## config.mk

```make
export PLATFORM = sky130hd
export DESIGN_NAME = tws_regs
export DESIGN_NICKNAME = d
export VERILOG_FILES = /design/src/core/tws_pkg.sv /design/src/core/tws_regs.sv
export SDC_FILE = /design/constraint.sdc
export NUM_CORES = 1
export LEC_CHECK = 0
export BUFFER_PORTS_ARGS = -buffer_cell sky130_fd_sc_hd__buf_2
export CORE_ASPECT_RATIO = 2
export CORE_MARGIN = 8
export CORE_UTILIZATION = 40
export DETAILED_ROUTE_END_ITERATION = 6
export PLACE_DENSITY = 0.69
export SLEW_MARGIN = 40
export SYNTH_ARGS = -nofsm -noshare
export SYNTH_HDL_FRONTEND = slang
export SYNTH_SLANG_ARGS = --single-unit
```

## constraint.sdc

```tcl
create_clock -name ref_clk -period 3 [get_ports ref_clk]
set_input_delay 0.6 -clock ref_clk [delete_from_list [all_inputs] [get_ports ref_clk]]
set_output_delay 0.6 -clock ref_clk [all_outputs]
set_load 0.02 [all_outputs]
```

## src/core/tws_pkg.sv

```systemverilog
// Package: register map, field positions, reset values and carrier structs
package tws_pkg;
    // Register byte addresses
    localparam logic [15:0] ADDR_MODE_SETTING = 16'h43c2;
    localparam logic [15:0] ADDR_BIT_RATE = 16'h43c4;
    localparam logic [15:0] ADDR_OWN_ADDRESS = 16'h43c8;
    localparam logic [15:0] ADDR_CHANNEL_CONTROL = 16'h43ca;
    localparam logic [15:0] ADDR_OUTGOING_BYTE = 16'h43cc;
    localparam logic [15:0] ADDR_INCOMING_BYTE = 16'h43ce;
    localparam logic [15:0] ADDR_FLAGS = 16'h43d0;
    localparam logic [15:0] ADDR_EVENT_ENABLES = 16'h43d2;
    // Mode register bits
    localparam int MODE_TEN_BIT_POS = 2;
    localparam int MODE_GC_ACCEPT_POS = 1;
    // Control register bits
    localparam int CTL_ROLE_POS = 5;
    localparam int CTL_NACK_POS = 4;
    localparam int CTL_STOP_POS = 3;
    localparam int CTL_START_POS = 2;
    localparam int CTL_SOFT_RST_POS = 1;
    localparam int CTL_ENABLE_POS = 0;
    // Status bits in the flag register
    localparam int ST_SDA_LOW_POS = 12;
    localparam int ST_SCL_LOW_POS = 11;
    localparam int ST_BUSY_POS = 10;
    localparam int ST_SENDING_POS = 9;
    // Event flag bits
    localparam int FLAG_BYTE_DONE_POS = 7;
    localparam int FLAG_RX_FULL_POS = 1;
    localparam int FLAG_TX_EMPTY_POS = 0;
    // Flags cleared by writing one (bits 7..2)
    localparam logic [7:0] FLAG_W1C_MASK = 8'hfc;
    // Reset values
    localparam logic [6:0] BIT_RATE_RST = 7'h7f;
    localparam logic [9:0] OWN_ADDR_RST = 10'h000;
    localparam logic [7:0] BYTE_RST = 8'h00;
    localparam logic [7:0] FLAGS_RST = 8'h00;
    localparam logic [7:0] ENABLES_RST = 8'h00;

    // Register bus request
    typedef struct packed {
        logic [15:0] addr;
        logic [15:0] wdata;
        logic wr;
        logic rd;
    } tws_bus_req_s;

    // Events and status from the serial engine
    typedef struct packed {
        logic byte_done;
        logic general_call;
        logic not_ack;
        logic stop_seen;
        logic start_seen;
        logic error;
        logic rx_valid;
        logic [7:0] rx_byte;
        logic tx_taken;
        logic data_line_held_low;
        logic clock_line_held_low;
        logic busy;
        logic sending_role;
        logic secondary_reset_source;
    } tws_engine_s;

    // Configuration towards the serial engine
    typedef struct packed {
        logic ten_bit_self_addr_select;
        logic general_call_accept;
        logic [6:0] bit_rate_divisor;
        logic [9:0] own_address_value;
        logic controller_role;
        logic send_not_ack_request;
        logic send_stop_request;
        logic send_start_request;
        logic soft_reset_request;
        logic channel_enable;
        logic [7:0] tx_byte;
    } tws_config_s;
endpackage : tws_pkg

```

## src/core/tws_regs.sv

```systemverilog
// Register bank of one two-wire serial channel
// Functional notes
// - Six event flags cleared by writing one
// - Receive-full flag read-only, cleared by data read
// - Transmit-empty flag read-only, cleared by data write
// - Bit-rate divisor bits 6..0, reset 0x7f
// - Own address bits 9..0, reset zero
// - Ten-bit address select at mode bit 2
// - Role, soft reset, enable at bits 5,1,0
// - Nack/stop/start requests, cleared by both resets
// - Transmit byte bits 7..0, reset zero
// - Receive byte bits 7..0 read-only
// - Enable bits mirror flag positions 7..0
//
// Local design decision: the plain strobed port.
`timescale 1ns/1ps
`default_nettype none
module tws_regs
    import tws_pkg::*;
(
    // Clock and reset
    input wire logic ref_clk,
    input wire logic rst_n,
    // Register port
    input wire tws_bus_req_s bus_req,
    output logic [15:0] rdata,
    // Serial engine side
    input wire tws_engine_s engine,
    output tws_config_s cfg,
    // Interrupt request
    output logic irq
);

    // Mode bits
    logic ten_bit_ff;
    logic gc_accept_ff;
    // Bit rate and own address
    logic [6:0] bit_rate_ff;
    logic [9:0] own_addr_ff;
    // Control bits
    logic role_ff;
    logic nack_req_ff;
    logic stop_req_ff;
    logic start_req_ff;
    logic soft_rst_ff;
    logic enable_ff;
    // Data bytes
    logic [7:0] tx_byte_ff;
    logic [7:0] rx_byte_ff;
    // Flags and enables
    logic [7:0] flags_ff;
    logic [7:0] enables_ff;
    logic [7:0] nxt_flags;
    logic [7:0] event_set;
    // Status mirror
    logic [3:0] status_ff;
    // Read data register
    logic [15:0] rdata_ff;
    logic [15:0] nxt_rdata;
    // Decoded strobes
    logic wr_mode, wr_rate, wr_addr, wr_ctl, wr_tx, wr_flags, wr_en, rd_rx;

    // Address decode
    always_comb begin
        wr_mode = bus_req.wr && (bus_req.addr == ADDR_MODE_SETTING);
        wr_rate = bus_req.wr && (bus_req.addr == ADDR_BIT_RATE);
        wr_addr = bus_req.wr && (bus_req.addr == ADDR_OWN_ADDRESS);
        wr_ctl = bus_req.wr && (bus_req.addr == ADDR_CHANNEL_CONTROL);
        wr_tx = bus_req.wr && (bus_req.addr == ADDR_OUTGOING_BYTE);
        wr_flags = bus_req.wr && (bus_req.addr == ADDR_FLAGS);
        wr_en = bus_req.wr && (bus_req.addr == ADDR_EVENT_ENABLES);
        rd_rx = bus_req.rd && (bus_req.addr == ADDR_INCOMING_BYTE);
    end

    // Mode register
    always_ff @(posedge ref_clk) begin
        if (!rst_n) begin
            ten_bit_ff <= 1'b0;
            gc_accept_ff <= 1'b0;
        end else if (wr_mode) begin
            ten_bit_ff <= bus_req.wdata[MODE_TEN_BIT_POS];
            gc_accept_ff <= bus_req.wdata[MODE_GC_ACCEPT_POS];
        end
    end

    // Bit-rate and own address
    always_ff @(posedge ref_clk) begin
        if (!rst_n) begin
            bit_rate_ff <= BIT_RATE_RST;
            own_addr_ff <= OWN_ADDR_RST;
        end else begin
            if (wr_rate) begin
                bit_rate_ff <= bus_req.wdata[6:0];
            end
            if (wr_addr) begin
                own_addr_ff <= bus_req.wdata[9:0];
            end
        end
    end

    // Control: role, soft reset and enable use hardware reset only
    always_ff @(posedge ref_clk) begin
        if (!rst_n) begin
            role_ff <= 1'b0;
            soft_rst_ff <= 1'b0;
            enable_ff <= 1'b0;
        end else if (wr_ctl) begin
            role_ff <= bus_req.wdata[CTL_ROLE_POS];
            soft_rst_ff <= bus_req.wdata[CTL_SOFT_RST_POS];
            enable_ff <= bus_req.wdata[CTL_ENABLE_POS];
        end
    end

    // Control: condition requests also cleared by secondary reset
    always_ff @(posedge ref_clk) begin
        if (!rst_n || engine.secondary_reset_source) begin
            nack_req_ff <= 1'b0;
            stop_req_ff <= 1'b0;
            start_req_ff <= 1'b0;
        end else if (wr_ctl) begin
            nack_req_ff <= bus_req.wdata[CTL_NACK_POS];
            stop_req_ff <= bus_req.wdata[CTL_STOP_POS];
            start_req_ff <= bus_req.wdata[CTL_START_POS];
        end
    end

    // Transmit byte
    always_ff @(posedge ref_clk) begin
        if (!rst_n) begin
            tx_byte_ff <= BYTE_RST;
        end else if (wr_tx) begin
            tx_byte_ff <= bus_req.wdata[7:0];
        end
    end

    // Receive byte from engine
    always_ff @(posedge ref_clk) begin
        if (!rst_n) begin
            rx_byte_ff <= BYTE_RST;
        end else if (engine.rx_valid) begin
            rx_byte_ff <= engine.rx_byte;
        end
    end

    // Status mirror, busy also cleared by secondary reset
    always_ff @(posedge ref_clk) begin
        if (!rst_n) begin
            status_ff <= 4'h0;
        end else begin
            status_ff <= {engine.data_line_held_low, engine.clock_line_held_low,
                          engine.busy && !engine.secondary_reset_source,
                          engine.sending_role};
        end
    end

    // Event sources in flag bit order
    always_comb begin
        event_set = {engine.byte_done, engine.general_call, engine.not_ack,
                     engine.stop_seen, engine.start_seen, engine.error,
                     engine.rx_valid, engine.tx_taken};
    end

    // Flag clears, with set winning over clear per bit
    generate
        for (genvar i = 0; i < 8; i++) begin : g_flag
            always_comb begin
                if (event_set[i]) begin
                    nxt_flags[i] = 1'b1;
                end else if (FLAG_W1C_MASK[i] && wr_flags && bus_req.wdata[i]) begin
                    nxt_flags[i] = 1'b0;
                end else if (i == FLAG_RX_FULL_POS && rd_rx) begin
                    nxt_flags[i] = 1'b0;
                end else if (i == FLAG_TX_EMPTY_POS && wr_tx) begin
                    nxt_flags[i] = 1'b0;
                end else begin
                    nxt_flags[i] = flags_ff[i];
                end
            end
        end
    endgenerate

    // Flag register, also cleared by secondary reset
    always_ff @(posedge ref_clk) begin
        if (!rst_n || engine.secondary_reset_source) begin
            flags_ff <= FLAGS_RST;
        end else begin
            flags_ff <= nxt_flags;
        end
    end

    // Enable register
    always_ff @(posedge ref_clk) begin
        if (!rst_n) begin
            enables_ff <= ENABLES_RST;
        end else if (wr_en) begin
            enables_ff <= bus_req.wdata[7:0];
        end
    end

    // Read multiplexer, unmapped reads zero
    always_comb begin
        nxt_rdata = 16'h0000;
        if (bus_req.rd) begin
            case (bus_req.addr)
                ADDR_MODE_SETTING: begin
                    nxt_rdata[MODE_TEN_BIT_POS] = ten_bit_ff;
                    nxt_rdata[MODE_GC_ACCEPT_POS] = gc_accept_ff;
                end
                ADDR_BIT_RATE: nxt_rdata[6:0] = bit_rate_ff;
                ADDR_OWN_ADDRESS: nxt_rdata[9:0] = own_addr_ff;
                ADDR_CHANNEL_CONTROL: begin
                    nxt_rdata[5:0] = {role_ff, nack_req_ff, stop_req_ff,
                                      start_req_ff, soft_rst_ff, enable_ff};
                end
                ADDR_OUTGOING_BYTE: nxt_rdata[7:0] = tx_byte_ff;
                ADDR_INCOMING_BYTE: nxt_rdata[7:0] = rx_byte_ff;
                ADDR_FLAGS: begin
                    nxt_rdata[12:9] = status_ff;
                    nxt_rdata[7:0] = flags_ff;
                end
                ADDR_EVENT_ENABLES: nxt_rdata[7:0] = enables_ff;
                default: nxt_rdata = 16'h0000;
            endcase
        end
    end

    // Read data stands one cycle after the strobe
    always_ff @(posedge ref_clk) begin
        if (!rst_n) begin
            rdata_ff <= 16'h0000;
        end else begin
            rdata_ff <= nxt_rdata;
        end
    end

    // Outputs
    always_comb begin
        rdata = rdata_ff;
        irq = |(flags_ff & enables_ff);
        cfg.ten_bit_self_addr_select = ten_bit_ff;
        cfg.general_call_accept = gc_accept_ff;
        cfg.bit_rate_divisor = bit_rate_ff;
        cfg.own_address_value = own_addr_ff;
        cfg.controller_role = role_ff;
        cfg.send_not_ack_request = nack_req_ff;
        cfg.send_stop_request = stop_req_ff;
        cfg.send_start_request = start_req_ff;
        cfg.soft_reset_request = soft_rst_ff;
        cfg.channel_enable = enable_ff;
        cfg.tx_byte = tx_byte_ff;
    end

    // Write-one clears a flag absent a new event
    w1c_clear_a: assert property (@(posedge ref_clk) disable iff (!rst_n)
        (wr_flags && bus_req.wdata[FLAG_BYTE_DONE_POS] && !engine.byte_done
         && !engine.secondary_reset_source) |=> !flags_ff[FLAG_BYTE_DONE_POS])
        else $error("byte done flag not cleared by write one");
    // Writing zero keeps flag
    w0_keep_a: assert property (@(posedge ref_clk) disable iff (!rst_n)
        (wr_flags && !bus_req.wdata[FLAG_BYTE_DONE_POS] && !engine.secondary_reset_source
         && flags_ff[FLAG_BYTE_DONE_POS]) |=> flags_ff[FLAG_BYTE_DONE_POS])
        else $error("flag lost on write zero");
    // Receive read clears full flag
    rx_read_clear_a: assert property (@(posedge ref_clk) disable iff (!rst_n)
        (rd_rx && !engine.rx_valid) |=> !flags_ff[FLAG_RX_FULL_POS])
        else $error("receive full not cleared by read");
    // Transmit write clears empty flag
    tx_write_clear_a: assert property (@(posedge ref_clk) disable iff (!rst_n)
        (wr_tx && !engine.tx_taken) |=> !flags_ff[FLAG_TX_EMPTY_POS])
        else $error("transmit empty not cleared by write");
    // Bit rate readback upper bits zero
    rate_read_a: assert property (@(posedge ref_clk) disable iff (!rst_n)
        (bus_req.rd && bus_req.addr == ADDR_BIT_RATE) |=>
        (rdata == {9'h000, $past(bit_rate_ff)}))
        else $error("bit rate readback wrong");
    // Own address write lands
    addr_write_a: assert property (@(posedge ref_clk) disable iff (!rst_n)
        wr_addr |=> (own_addr_ff == $past(bus_req.wdata[9:0])))
        else $error("own address write lost");
    // Secondary reset clears requests
    req_sec_clear_a: assert property (@(posedge ref_clk) disable iff (!rst_n)
        engine.secondary_reset_source |=> !(nack_req_ff || stop_req_ff || start_req_ff))
        else $error("requests survive secondary reset");
    // Interrupt follows enabled flags
    irq_follow_a: assert property (@(posedge ref_clk) disable iff (!rst_n)
        (wr_en && |(bus_req.wdata[7:0] & flags_ff) && !engine.secondary_reset_source
         && !wr_flags) |=> irq)
        else $error("interrupt missing for enabled flag");
    // Bit rate holds its reset value when reset lifts
    rate_reset_a: assert property (@(posedge ref_clk) disable iff (!rst_n)
        !$past(rst_n) |-> (bit_rate_ff == BIT_RATE_RST))
        else $error("bit rate not at reset value");
    // Own address clear when reset lifts
    addr_reset_a: assert property (@(posedge ref_clk) disable iff (!rst_n)
        !$past(rst_n) |-> (own_addr_ff == OWN_ADDR_RST))
        else $error("own address not at reset value");
    // Data bytes clear when reset lifts
    byte_reset_a: assert property (@(posedge ref_clk) disable iff (!rst_n)
        !$past(rst_n) |-> (tx_byte_ff == BYTE_RST && rx_byte_ff == BYTE_RST))
        else $error("data bytes not at reset value");
    // Flags clear when reset lifts, transmit-empty included
    flag_reset_a: assert property (@(posedge ref_clk) disable iff (!rst_n)
        !$past(rst_n) |-> (flags_ff == FLAGS_RST))
        else $error("flags not at reset value");
    // Control bits clear when reset lifts
    ctl_reset_a: assert property (@(posedge ref_clk) disable iff (!rst_n)
        !$past(rst_n) |-> !(role_ff || soft_rst_ff || enable_ff
         || nack_req_ff || stop_req_ff || start_req_ff))
        else $error("control bits not at reset value");
    // Mode bits clear when reset lifts
    mode_reset_a: assert property (@(posedge ref_clk) disable iff (!rst_n)
        !$past(rst_n) |-> !(ten_bit_ff || gc_accept_ff))
        else $error("mode bits not at reset value");
    // Status mirror clear when reset lifts
    status_reset_a: assert property (@(posedge ref_clk) disable iff (!rst_n)
        !$past(rst_n) |-> (status_ff == 4'h0))
        else $error("status bits not at reset value");
    // Enables clear when reset lifts
    en_reset_a: assert property (@(posedge ref_clk) disable iff (!rst_n)
        !$past(rst_n) |-> (enables_ff == ENABLES_RST))
        else $error("enables not at reset value");
    // Write-one clears every self-clearing flag that has no new event
    w1c_all_a: assert property (@(posedge ref_clk) disable iff (!rst_n)
        (wr_flags && !engine.secondary_reset_source) |=> ((flags_ff & FLAG_W1C_MASK
         & $past(bus_req.wdata[7:0]) & ~$past(event_set)) == 8'h00))
        else $error("write one left a flag set");
    // Flag writes never clear the receive-full and transmit-empty bits
    ro_flag_keep_a: assert property (@(posedge ref_clk) disable iff (!rst_n)
        (wr_flags && !engine.secondary_reset_source) |=>
        ((flags_ff[1:0] & $past(flags_ff[1:0])) == $past(flags_ff[1:0])))
        else $error("read-only flag cleared by write");
    // Events set their flags, also against a clear
    flag_set_a: assert property (@(posedge ref_clk) disable iff (!rst_n)
        (|event_set && !engine.secondary_reset_source) |=>
        ((flags_ff & $past(event_set)) == $past(event_set)))
        else $error("event did not set its flag");
    // Receive data read shows the latched byte, upper byte zero
    rx_read_a: assert property (@(posedge ref_clk) disable iff (!rst_n)
        rd_rx |=> (rdata == {8'h00, $past(rx_byte_ff)}))
        else $error("receive byte readback wrong");
    // Transmit byte write lands
    tx_write_a: assert property (@(posedge ref_clk) disable iff (!rst_n)
        wr_tx |=> (tx_byte_ff == $past(bus_req.wdata[7:0])))
        else $error("transmit byte write lost");
    // Secondary reset leaves role, soft reset and enable alone
    ctl_keep_sec_a: assert property (@(posedge ref_clk) disable iff (!rst_n)
        (engine.secondary_reset_source && !wr_ctl) |=>
        ($stable(role_ff) && $stable(soft_rst_ff) && $stable(enable_ff)))
        else $error("control bit lost on secondary reset");
    // Secondary reset clears the busy mirror
    busy_sec_a: assert property (@(posedge ref_clk) disable iff (!rst_n)
        engine.secondary_reset_source |=> !status_ff[ST_BUSY_POS - ST_SENDING_POS])
        else $error("busy survives secondary reset");
    // Masking all enables drops the interrupt
    irq_mask_a: assert property (@(posedge ref_clk) disable iff (!rst_n)
        (wr_en && bus_req.wdata[7:0] == 8'h00) |=> !irq)
        else $error("interrupt stays with all enables off");
    // Enable write lands
    en_write_a: assert property (@(posedge ref_clk) disable iff (!rst_n)
        wr_en |=> (enables_ff == $past(bus_req.wdata[7:0])))
        else $error("enable write lost");
    // Ten-bit select write lands
    ten_bit_write_a: assert property (@(posedge ref_clk) disable iff (!rst_n)
        wr_mode |=> (ten_bit_ff == $past(bus_req.wdata[MODE_TEN_BIT_POS])))
        else $error("ten-bit select write lost");
    // General-call accept write lands
    gc_write_a: assert property (@(posedge ref_clk) disable iff (!rst_n)
        wr_mode |=> (gc_accept_ff == $past(bus_req.wdata[MODE_GC_ACCEPT_POS])))
        else $error("general-call accept write lost");
    // Secondary reset clears all flags
    flags_sec_a: assert property (@(posedge ref_clk) disable iff (!rst_n)
        engine.secondary_reset_source |=> (flags_ff == FLAGS_RST))
        else $error("flags survive secondary reset");

endmodule : tws_regs
`default_nettype wire

```

# Yosys cells after proc, flatten, opt, wreduce, memory -nomap -nowiden

Cells that the tools add are included.

Eq/ne operators: 8
Multiplexer cells: 22
Bitwise operators: 1
Reduce and logical (&&, ||, !) cells: 30

Operators by type and width:

| operator                                                          | count |
|---|---|
| 16-bit by 15-bit == test with 1-bit output, second input constant | 8 |
| 3-bit one-hot mux with 7 select lines                             | 1 |
| 1-bit 2-to-1 mux                                                  | 16 |
| 2-bit one-hot mux with 8 select lines                             | 1 |
| 2-bit nonzero test                                                | 8 |
| 1-bit logical AND                                                 | 15 |
| 8-bit bitwise AND                                                 | 1 |
| 8-bit OR reduction                                                | 1 |
| 1-bit one-hot mux with 7 select lines                             | 1 |
| 1-bit one-hot mux with 6 select lines                             | 1 |
| 3-bit AND reduction                                               | 2 |
| 1-bit one-hot mux with 5 select lines                             | 1 |
| 1-bit logical NOT                                                 | 2 |
| 1-bit one-hot mux with 2 select lines                             | 1 |
| 2-bit AND reduction                                               | 1 |
| 1-bit logical OR                                                  | 1 |

Bits in registers: 77
Input port bits: 57
Logic and storage cells: 87

# Longest topological paths before layout

Gate-level depths: netlist of run 1.

Depth in word-level cells: 5
Mapped depth: 7
Mapped depth without buffers: 5

# Worst setup path before layout of run 1

Ideal clock, no wire load.

Path type: in2reg
Start point: input bus_req[29] (netlist name)
End point: register enable_ff
Library setup time: 116 ps
Arrival time: 2054 ps
Path slack: 829 ps
Stages: 5
Path through: or4bb_1 nor3_4 nand4_2 mux2i_1 nor2b_1

Cells in the longest elaborated chain, start to end: 2

Ends and longest elaborated chain:

| what                                       | line            | text |
|---|---|---|
| start, declared                            | tws_regs.sv:25  | `input wire tws_bus_req_s bus_req,` |
| 16-bit by 15-bit == test with 1-bit output | tws_regs.sv:68  | `wr_ctl = bus_req.wr && (bus_req.addr == ADDR_CHANNEL_CONTROL);` |
| 1-bit logical AND                          | tws_regs.sv:68  |  |
| end signal, assigned                       | tws_regs.sv:110 | `enable_ff <= bus_req.wdata[CTL_ENABLE_POS];` |
| end, declared                              | tws_regs.sv:46  | `logic enable_ff;` |

No other way between the ends.
A chain may end at the register's enable or synchronous reset.

# Final worst setup path of run 1

Start point: input bus_req[20] (netlist name)
End point: register rdata_ff[5] (netlist: rdata[5])

Cells in the longest elaborated chain, start to end: 2

Ends and longest elaborated chain:

| what                                       | line            | text |
|---|---|---|
| 16-bit by 15-bit == test with 1-bit output | tws_regs.sv:204 | `case (bus_req.addr)` |
| 3-bit one-hot mux with 7 select lines *    | tws_regs.sv:204 |  |
| end signal, assigned                       | tws_regs.sv:232 | `rdata_ff <= nxt_rdata;` |
| end, declared                              | tws_regs.sv:58  | `logic [15:0] rdata_ff;` |

Every way passes the cells marked *; elsewhere a longest branch is shown, timed or not.

==> metrics.md, run 1 <==
| Metric | Value |
|---|---|
| Result of the run | completed |
| 1st-pass router iterations | 5 |
| Top post-synthesis cells by count | sky130_fd_sc_hd__dfxtp_1, sky130_fd_sc_hd__mux2i_1, sky130_fd_sc_hd__nor2b_1 |
| Remaining design rule violation count | 0 |
| Number of fillers in the final layout | approximately 800 |
| Pwr Density | 541 mW/mm^2 |
| Largest vdd supply drop | ~380 uV |
| Setup tns final | 0 ns |
| Sw Ratio | 21.7% |
| Worst-case headroom to the max-slew limit | 53.0% |
| Via count | around 3.0k |
| Fraction of final layout cells with drive strength greater than 1 | approximately a third |
| Die W | 81.3 um |
| Post-Synthesis Mean Instance Area | slightly below 10 sq um |
| Final Hold Vio Count | 0 |
| Placer's final routability congestion estimate | a little under 0.9 |
| Post-Syn Area | between 0.003 and 0.004 sq mm |
| Number of violations of the max-capacitance limit | 0 |
| Setup Skew | 0.00253 ns |
| Via count of the first global-routing pass | 3,080 |
| Post-route ant nets | 0 |
| Global-route usage over all layers | a little under a fifth |
| Critical path, cell by cell | buf_2 -> or4b_2 -> o22ai_1 -> nor2b_1 -> o21ai_0 -> a21oi_1 |
| Library cell with the largest summed area after synthesis | sky130_fd_sc_hd__dfxtp_1 |
| Peak clock frequency supported by timing | ~440 MHz |
| Fraction of power consumed by combinational cells | between 6 and 7% |
| Initial antenna violation count | 0 |
| Net count of the finished layout | 493 |
| Synth warn | 0 |
| Count leader, synth | sky130_fd_sc_hd__dfxtp_1 |
| Port buffer count | 97 |
| Starting DRT DRC Count | approximately 350 |
| Starting Density | around 41% |
| Largest fanout on the critical path | 18 |
| Core region area | just over 0.008 sq mm |
| Multi-input logic area | between 0.0015 and 0.002 sq mm |
| Commonest register cell after synthesis | sky130_fd_sc_hd__dfxtp_1 |
| Part of the power in registers | between 40% and 50% |
| H-Tree Level Count | 3 |
| Area contributors post-synth | sky130_fd_sc_hd__dfxtp_1, sky130_fd_sc_hd__mux2i_1, sky130_fd_sc_hd__nor2b_1 |
| Global-route congestion overflow total | 0 |
| Static leakage | about 1.9 nW |
| Die Area | approximately 0.012 sq mm |
| Endpoint type of the worst setup path | flip-flop |
| Ratio of final minimum period to clock period | between 70 and 80% |
| Async set-or-reset flop fraction in the synthesized netlist | 0% |
| Total number of placement rows | 47 |
| Yosys cell types | 48 |
| Required time of the critical path | between 3 and 4 ns |
| NetSw | 0.000499 W |
| Count of final setup violators | 0 |
| Crit path launch type | primary input |
| Register bit total from synthesis | 74 |
| Area fraction of the dominant cell type after synthesis | between 40 and 50% |
| Buffer count from post-CTS setup fixing | 0 |
| CTS root buffer | sky130_fd_sc_hd__clkbuf_16 |
| Max Buffers Root-to-Sink | 2 |
| Unrepaired setup endpoints after global routing | no |
| Number of clock buffers inserted by TritonCTS | 9 |
| Proportion of synthesized chip area in sequential cells | a little over two fifths |
| DP HPWL | 7.98 mm |
| Min-delay worst type | in -> reg |
| Number of enable-type register cells in the synthesized netlist | 0 |
| Clock power frac | approximately 50% |
| Worst path arrival time | ~2.5 ns |
| Count of inserted antenna diode cells | 0 |
| Internal power component | roughly 0.0018 W |
| Clock-pin slew on the worst setup and hold paths | about 0.060 ns |
| Final number of max-transition violations | 0 |
| Growth of design area from synthesis to finish | 24.8% |
| Pin count of the biggest net entering global routing | 40 |
| Slack of the critical path | between 0.7 and 0.8 ns |
| Gate count of the mapped netlist | between 300 and 400 |
| Sinks on Clock Net | 74 |
| Average detailed-routed wire length per instance | just under 20 um |
| Buffers plus inverters on the worst setup path | 1 |
| Clock network latency to the later pin of the worst-skew pair | around 0.34 ns |
| Critical path's slowest cell | sky130_fd_sc_hd__or4b_2 |
| Vert. Die Dim | between 100 and 150 um |
| Area of all sequential standard cells | about 0.0015 sq mm |
| Count of instances resized after the clock tree is built | 0 |
| Setup slack after placement | roughly 0.45 ns |
| Largest stage delay on the critical path | around 0.72 ns |
| Final min period | ~2.2 ns |
| Transition time at the pin with the least slew margin | between 0.6 and 0.7 ns |
| Detailed Route WL | between 10 and 15 mm |
| Type of the worst setup path | in -> reg |
| Wire length of the first global-routing pass | between 15 and 20 mm |
| Family with the most delay on the worst path | simple AND/OR/NAND/NOR gates |
| Number of buffers inserted by hold repair at cts | 0 |
| Drt via density | ~5.5 |
| TritonCTS clock tree | built |
| Total I/O pin count | 107 |
-- kinds of logic after synthesis --
group           after synthesis  synth area share, %
compound gates               59                 11.8
mux                          53                 16.0
buf+inv                      26                 4.26
other cells                   1                0.110
simple gates                131                 24.3
flops                        74                 43.4
-- routing by layer --
metal  GRT usage [%]  share of wire [%]
met1            17.9                 36
met4            12.2                5.1
met2            30.5                 52
met3            6.09                6.8
met5               0                  0
-- placed cells by master, fill, tap and decap left out, drive strengths merged, types with 4 or more instances in the layout --
cell type and count:
buf 104, nor2b 36, dfxtp 74, a22oi 13, a21oi 10, a21boi 12, and2 6, nand4 6
a222oi 4, mux2 13, nand2 34, o21ai 7, mux2i 40, clkbuf 10, nor2 10, nand3 5
nor3 9, a31oi 7, and3 5, nor4 4
-- worst paths after layout --
path | start | end | slack (ns) | cells past startpoint
hold / removal | engine[2] | status_ff[1] | 0.46 | 2
hold reg to reg | status_ff[1] | rdata[10] | 0.46 | 1
setup / recovery | bus_req[20] | rdata[5] | 0.75 | 6
setup reg to reg | stop_req_ff | rdata[3] | 1.79 | 3
-- registers in the layout (all words and copies together) (netlist names) --
register / cells
enable_ff: 1
nack_req_ff: 1
status_ff: 4
stop_req_ff: 1
ten_bit_ff: 1
rx_byte_ff: 8
role_ff: 1
rdata: 13
gc_accept_ff: 1
own_addr_ff: 10
flags_ff: 8
tx_byte_ff: 8
bit_rate_ff: 7
start_req_ff: 1
enables_ff: 8
soft_rst_ff: 1
-- metrics by stage --
stage	area (sq um)	util (%)	power [W]	std cells	hold WS, ns
2_1_floorplan	3420	-	0.00110	346	0.429
3_3_place_gp	3940	47.5	0.00116	523	0.437
3_5_place_dp	3940	47.5	0.00117	523	0.439
4_1_cts	4260	51.3	0.00232	538	0.453
5_1_grt	4260	51.3	0.00238	538	0.447
6_report	4260	51.3	0.00230	538	0.457
-- power groups by stage --
stage	Clock [W]	Combinational, W	Sequential [W]
2_1_floorplan	0	0.0000813	0.00102
3_3_place_gp	0	0.000138	0.00103
3_5_place_dp	0	0.000141	0.00103
4_1_cts	0.00117	0.000142	0.00101
5_1_grt	0.00122	0.000154	0.00101
6_report	0.00115	0.000143	0.00101
-- area by class of cell --
type / instances / area share [%]
Multi-Input combinational cell: 246 / 42.1
Sequential cell: 74 / 34.8
Timing Repair Buffer: 104 / 12.6
Clock buffer: 10 / 5.62
Tap cell: 98 / 2.88
Clock inverter: 5 / 1.85
Inverter: 1 / 0.0882
Power figures use the tool's default switching activity.
==> run 2, diff against run 1 <==
Settings changed: ABC_AREA from default to 1, PLACE_DENSITY 0.69 to 0.72.
Clock period 3 ns to 1.95 ns, I/O delays scaled along.
==> run 2 against run 1 <==
- via count rose by 14%
- power is 49% higher
- critical path type is now reg -> out
- largest cell class unchanged
- area after synthesis decreased by 0.11%
==> metrics.md, run 2 <==
| Metric | Value |
|---|---|
| Required time of the critical path | 1.56 ns |
| Minimum hold slack | ~0.24 ns |
| Crit path launch type | flip-flop |
| Final Hold Vio Count | 0 |
| Area contributors post-synth | sky130_fd_sc_hd__dfxtp_1, sky130_fd_sc_hd__nand3_1, sky130_fd_sc_hd__nand2_1 |
| Largest vdd supply drop | 442 uV |
| Post-route ant nets | 0 |
| Number of clock buffers inserted by TritonCTS | 9 |
| Worst-case headroom to the max-slew limit | between 60% and 70% |
| Gate count of the mapped netlist | ~460 |
| Port buffer count | between 90 and 100 |
| TritonCTS clock tree | built |
| Ratio of final minimum period to clock period | 93.0% |
| Post-route design area | 0.00426 sq mm |
| Total number of placement rows | 47 |
| Setup Skew | approximately 0.0053 ns |
| Commonest register cell after synthesis | sky130_fd_sc_hd__dfxtp_1 |
| DP HPWL | 8.20 mm |
| Final min period | 1.81 ns |
| Clock-pin slew on the worst setup and hold paths | ~0.06 ns |
| Buffer count from post-CTS setup fixing | 0 |
| 1st-pass router iterations | 4 |
| Top post-synthesis cells by count | sky130_fd_sc_hd__nand2_1, sky130_fd_sc_hd__dfxtp_1, sky130_fd_sc_hd__nor2_1 |
| Clock network latency to the later pin of the worst-skew pair | 0.33 ns |
| Largest stage delay on the critical path | between 0.3 and 0.4 ns |
| Worst path arrival time | 1.42 ns |
| Critical path's slowest cell | sky130_fd_sc_hd__dfxtp_1 |
| Drt via density | about 5.2 |
| Growth of design area from synthesis to finish | 25.0% |
| Total placed instance area | ~0.004 sq mm |
| Post-Syn Area | approximately 0.0034 sq mm |
| Count leader, synth | sky130_fd_sc_hd__nand2_1 |
| Remaining design rule violation count | 0 |
| Starting DRT DRC Count | about 230 |
| Post-Synthesis Mean Instance Area | about 7.4 sq um |
| Endpoint type of the worst setup path | primary output |
| Net count of the finished layout | 613 |
| CTS root buffer | sky130_fd_sc_hd__clkbuf_16 |
| Global-route usage over all layers | 18.0% |
| Async set-or-reset flop fraction in the synthesized netlist | 0% |
| Core region area | between 0.008 and 0.009 sq mm |
| Synth warn | 0 |
| Fraction of final layout cells with drive strength greater than 1 | between 20% and 30% |
| Pwr Density | 807 mW/mm^2 |
| H-Tree Level Count | 3 |
| Static leakage | roughly 2 nW |
| Min-delay worst type | in -> reg |
| Peak clock frequency supported by timing | 551 MHz |
| Via count of the first global-routing pass | ~3.4k |
| Number of enable-type register cells in the synthesized netlist | 0 |
| Number of fillers in the final layout | 810 |
| Largest fanout on the critical path | 3 |
| Die W | 81.3 um |
| Flip-flop count of the largest register, all copies and words added | 13 |
| Die Area | roughly 0.012 sq mm |
| Transition time at the pin with the least slew margin | approximately 0.54 ns |
| Global-route congestion overflow total | 0 |
| Unrepaired setup endpoints after global routing | no |
| Count of inserted antenna diode cells | 0 |
| Yosys cell types | 33 |
| Wire length of the first global-routing pass | 16.6 mm |
| Register bit total from synthesis | between 70 and 80 |
| Placer's final routability congestion estimate | about 0.87 |
| Result of the run | completed |
| Top library cells by usage in the layout, fill and taps aside | sky130_fd_sc_hd__buf_2, sky130_fd_sc_hd__nand2_1, sky130_fd_sc_hd__dfxtp_1 |
| Number of violations of the max-capacitance limit | 0 |
| Pin count of the biggest net entering global routing | 25 |
| Library cell with the largest summed area after synthesis | sky130_fd_sc_hd__dfxtp_1 |
| Critical path, cell by cell | a22o_1 -> a221oi_2 -> nand2_1 -> buf_2 |
| Count of final setup violators | 0 |
| Starting Density | about two fifths |
| Via count | approximately 3.4k |
| Max Buffers Root-to-Sink | 2 |
| Most common cell after layout, fill and taps aside | sky130_fd_sc_hd__buf_2 |
| Setup tns final | 0 ns |
| Detailed Route WL | about 10 mm |
| Average detailed-routed wire length per instance | 15.9 um |
| Vert. Die Dim | around 150 um |
| Final number of max-transition violations | 0 |
| Initial antenna violation count | 0 |
| Sinks on Clock Net | 74 |
| Area fraction of the dominant cell type after synthesis | a little over two fifths |
| Type of the worst setup path | reg -> out |
| Total I/O pin count | 107 |
| Proportion of synthesized chip area in sequential cells | 43.5% |
## run 2: cell types whose count changed after synthesis, sizes merged, moves of 7 or more
cell | before | now
nand2 | 34 | 82
a21oi | 10 | 48
nor2b | 36 | 0
a21boi | 12 | 0
mux2 | 13 | 0
o21ai | 7 | 32
inv | 1 | 37
a22oi | 13 | 0
a31oi | 7 | 0
nor2 | 10 | 76
nand3 | 5 | 63
mux2i | 40 | 0
## run 2: logic make-up after synthesis
family | Yosys count | share of synthesized area [%]
buffers and inverters | 66 | 10.0
AND/OR/NAND/NOR | 233 | 32.8
flip-flops | 74 | 43.5
AO/OA/AOI/OAI | 87 | 13.6
other | 1 | 0.110
## run 2: worst paths after layout
check | start | slack [ns] | cells past startpoint | endpoint
max | flags_ff[2] | 0.14 | 4 | irq
min | engine[3] | 0.24 | 3 | status_ff[2]
max reg2reg | tx_byte_ff[5] | 1.11 | 4 | rdata[5]
min reg2reg | status_ff[1] | 0.41 | 2 | rdata[10]
## run 2: area by class of cell
cell class	count	area [sq um]	share of cell area, %
flip-flops and latches	74	1480	34.8
inverters	40	151	3.55
clock inverters	3	46.3	1.09
multi-input cells	323	1600	37.5
well taps	98	123	2.88
repair buffers	108	593	13.9
clock buffers	12	267	6.26
## run 2: power by group
| group | switching (W) | internal (W) | total (W) |
|---|---|---|---|
| Sequential | 0.0000132 | 0.00154 | 0.00155 |
| Clock | 0.000608 | 0.00109 | 0.00170 |
| Combinational | 0.000120 | 0.0000679 | 0.000188 |
## run 2: per-layer routing
layer,GRT usage [%],share of wire (%),up-vias
met1,16.9,34,1558
met3,4.43,6.4,32
met2,32.4,54,117
met5,0,0,-
met4,11.8,4.7,0
li1,-,-,1685
## run 2: critical path: cells and delay by family (launching register included)
kind / cells / cell delay (ns)
flip-flops: 1 / 0.32
AND/OR/NAND/NOR: 1 / 0.12
buffers and inverters: 1 / 0.17
AO/OA/AOI/OAI: 2 / 0.48
## run 2: what timing repair did
action	in CTS	in global routing
hold buffers	0	0
endpoints found under the setup margin	1	0
resized for setup	1	0
## run 2: per-stage QoR
| step | instances | util (%) | total power, W | setup WS (ns) |
|---|---|---|---|---|
| after floorplan | 463 | - | 0.00168 | 0.525 |
| after global placement | 643 | 47.5 | 0.00176 | 0.243 |
| after detailed placement | 643 | 47.5 | 0.00177 | 0.192 |
| after CTS | 658 | 51.4 | 0.00346 | 0.111 |
| after global routing | 658 | 51.4 | 0.00356 | 0.0784 |
| final | 658 | 51.4 | 0.00344 | 0.136 |
==> run 3, diff against run 2 <==
Settings changed: CORE_UTILIZATION 40 to 46, PLACE_DENSITY 0.72 to 0.8.
==> run 3 against run 2 <==
- clock power down 3%
- clock skew grew 0.0037 ns
- critical path depth unchanged
- highest routed layer unchanged
- sequential cell count unchanged
- die area decreased by 11%
- design area decreased by 0.68%
- largest power group unchanged
- global-route usage increased by 1.6 points
- setup slack got worse by 0.010 ns
==> metrics.md, run 3 (synthesis gave the netlist of run 2 again) <==
| Metric | Value |
|---|---|
| Result of the run | completed |
| Count of final setup violators | 0 |
| Most common cell after layout, fill and taps aside | sky130_fd_sc_hd__buf_2 |
| Largest fanout on the critical path | 3 |
| Critical path, cell by cell | a22o_1 -> a221oi_2 -> nand2_1 -> buf_2 |
| Number of clock buffers inserted by TritonCTS | 9 |
| Area of all sequential standard cells | between 0.001 and 0.0015 sq mm |
| NetSw | 0.000788 W |
| Core region area | 0.00721 sq mm |
| Final min period | 1.82 ns |
| Post-route ant nets | 0 |
| Clock power frac | between 40% and 50% |
| Total I/O pin count | ~110 |
| FF-to-FF path depth | 4 |
| Part of the power in registers | between 40% and 50% |
| CTS root buffer | sky130_fd_sc_hd__clkbuf_16 |
| Peak clock frequency supported by timing | roughly 550 MHz |
| Die Area | 0.0106 sq mm |
| Starting Density | between 40% and 50% |
| Setup Skew | 0.00904 ns |
| Slack of the critical path | between 0.1 and 0.15 ns |
| Internal power component | 0.00260 W |
| Reg-to-Reg End | rdata[7] |
| Placer's final routability congestion estimate | 0.867 |
| Growth of design area from synthesis to finish | 24.2% |
| Crit path launch | flags_ff[2] |
| Unrepaired setup endpoints after global routing | no |
| Count of instances resized after the clock tree is built | 1 |
| Port buffer count | 97 |
| Number of fillers in the final layout | 674 |
| Sinks on Clock Net | between 70 and 80 |
| Remaining design rule violation count | 0 |
| R2R Path Start | tx_byte_ff[7] |
| Critical path destination | irq |
| Via count of the first global-routing pass | between 3k and 4k |
| Final number of max-transition violations | 0 |
| Type of the worst setup path | reg -> out |
| Drt via density | 5.30 |
| Fraction of power consumed by combinational cells | between 5 and 6% |
| Min-delay worst type | in -> reg |
| Sw Ratio | a little under a quarter |
| Initial antenna violation count | 0 |
| Total number of placement rows | 44 |
| Die W | around 77 um |
| Ratio of final minimum period to clock period | between 90 and 100% |
| Wire length of the first global-routing pass | about 16 mm |
| Largest stage delay on the critical path | between 0.3 and 0.4 ns |
| Buffer count from post-CTS setup fixing | 0 |
| Max Buffers Root-to-Sink | 2 |
| Pwr Density | 800 mW/mm^2 |
| Final Hold Vio Count | 0 |
| Clock network latency to the later pin of the worst-skew pair | about 0.34 ns |
| 1st-pass router iterations | 5 |
| Static leakage | 1.98 nW |
| Number of violations of the max-capacitance limit | 0 |
| TritonCTS clock tree | built |
| Setup tns final | 0 ns |
| DP HPWL | 7.95 mm |
| Setup slack after placement | 0.155 ns |
| Endpoint type of the worst setup path | primary output |
| Global-route congestion overflow total | 0 |
| Critical path's slowest cell | sky130_fd_sc_hd__dfxtp_1 |
| Number of buffers inserted by hold repair at cts | 0 |
| Worst path arrival time | 1.43 ns |
| Net count of the finished layout | 616 |
| Flop2flop setup slack | between 1 and 1.5 ns |
| Average detailed-routed wire length per instance | ~16 um |
| Clock-pin slew on the worst setup and hold paths | approximately 0.06 ns |
| Multi-input logic area | 0.00160 sq mm |
| Count of inserted antenna diode cells | 0 |
| Crit path launch type | flip-flop |
| H-Tree Level Count | 3 |
| Global-route usage over all layers | 19.6% |
| Required time of the critical path | 1.56 ns |
| Top library cells by usage in the layout, fill and taps aside | sky130_fd_sc_hd__buf_2, sky130_fd_sc_hd__nand2_1, sky130_fd_sc_hd__dfxtp_1 |
| Flip-flop count of the largest register, all copies and words added | 13 |
| Fraction of final layout cells with drive strength greater than 1 | approximately 29% |
| Vert. Die Dim | roughly 140 um |
| Via count | 3,479 |
| Pin count of the biggest net entering global routing | 33 |
| Starting DRT DRC Count | 221 |
| Detailed Route WL | approximately 10 mm |
| Largest vdd supply drop | 609 uV |
## run 3: cell type report
cell class,instances,share of cell area (%)
clock buffer,10,5.41
clock inverter,6,1.54
inverter,40,3.58
multi-input combinational,323,37.8
sequential,74,35.0
tap,92,2.72
timing repair buffer,111,14.0
## run 3: worst max-delay path, delay by kind of cell, from the launching register on
family | cells | cell delay, ns
flip-flops | 1 | 0.32
AO/OA/AOI/OAI | 2 | 0.49
buffers and inverters | 1 | 0.17
AND/OR/NAND/NOR | 1 | 0.11
## run 3: worst min-delay path by stage
stage	startpoint	endpoint	slack, ns	cells past startpoint
CTS	engine[3]	status_ff[2]	0.22	3
floorplan	status_ff[1]	rdata[10]	0.39	2
global route	engine[1]	status_ff[0]	0.23	3
global placement	status_ff[3]	rdata[12]	0.40	2
detailed placement	status_ff[2]	rdata[11]	0.40	2
finish	engine[3]	status_ff[2]	0.23	3
## run 3: per-layer routing
metal	GRT usage, %	vias to the layer above	wire length [um]
met5	0	-	0
met4	14.7	0	542
met3	5.75	41	601
met2	35.8	130	5480
met1	18.0	1608	3750
li1	-	1700	-
## run 3: stage by stage
stage          util, %  std cells  cell area, sq um  hold WS (ns)  total power, W
2_1_floorplan        -        463              3410         0.394         0.00168
3_3_place_gp      54.5        640              3930         0.396         0.00176
3_5_place_dp      54.5        640              3930         0.403         0.00177
4_1_cts           58.7        656              4230         0.223         0.00340
5_1_grt           58.7        656              4230         0.227         0.00349
6_report          58.7        656              4230         0.230         0.00339
## run 3: power groups by stage
| stage | Clock, W | Sequential, W | Combinational [W] |
|---|---|---|---|
| after floorplan | 0 | 0.00158 | 0.0000981 |
| final | 0.00165 | 0.00155 | 0.000191 |
| after detailed placement | 0 | 0.00158 | 0.000188 |
| after CTS | 0.00167 | 0.00155 | 0.000190 |
| after global placement | 0 | 0.00158 | 0.000180 |
| after global routing | 0.00173 | 0.00155 | 0.000211 |
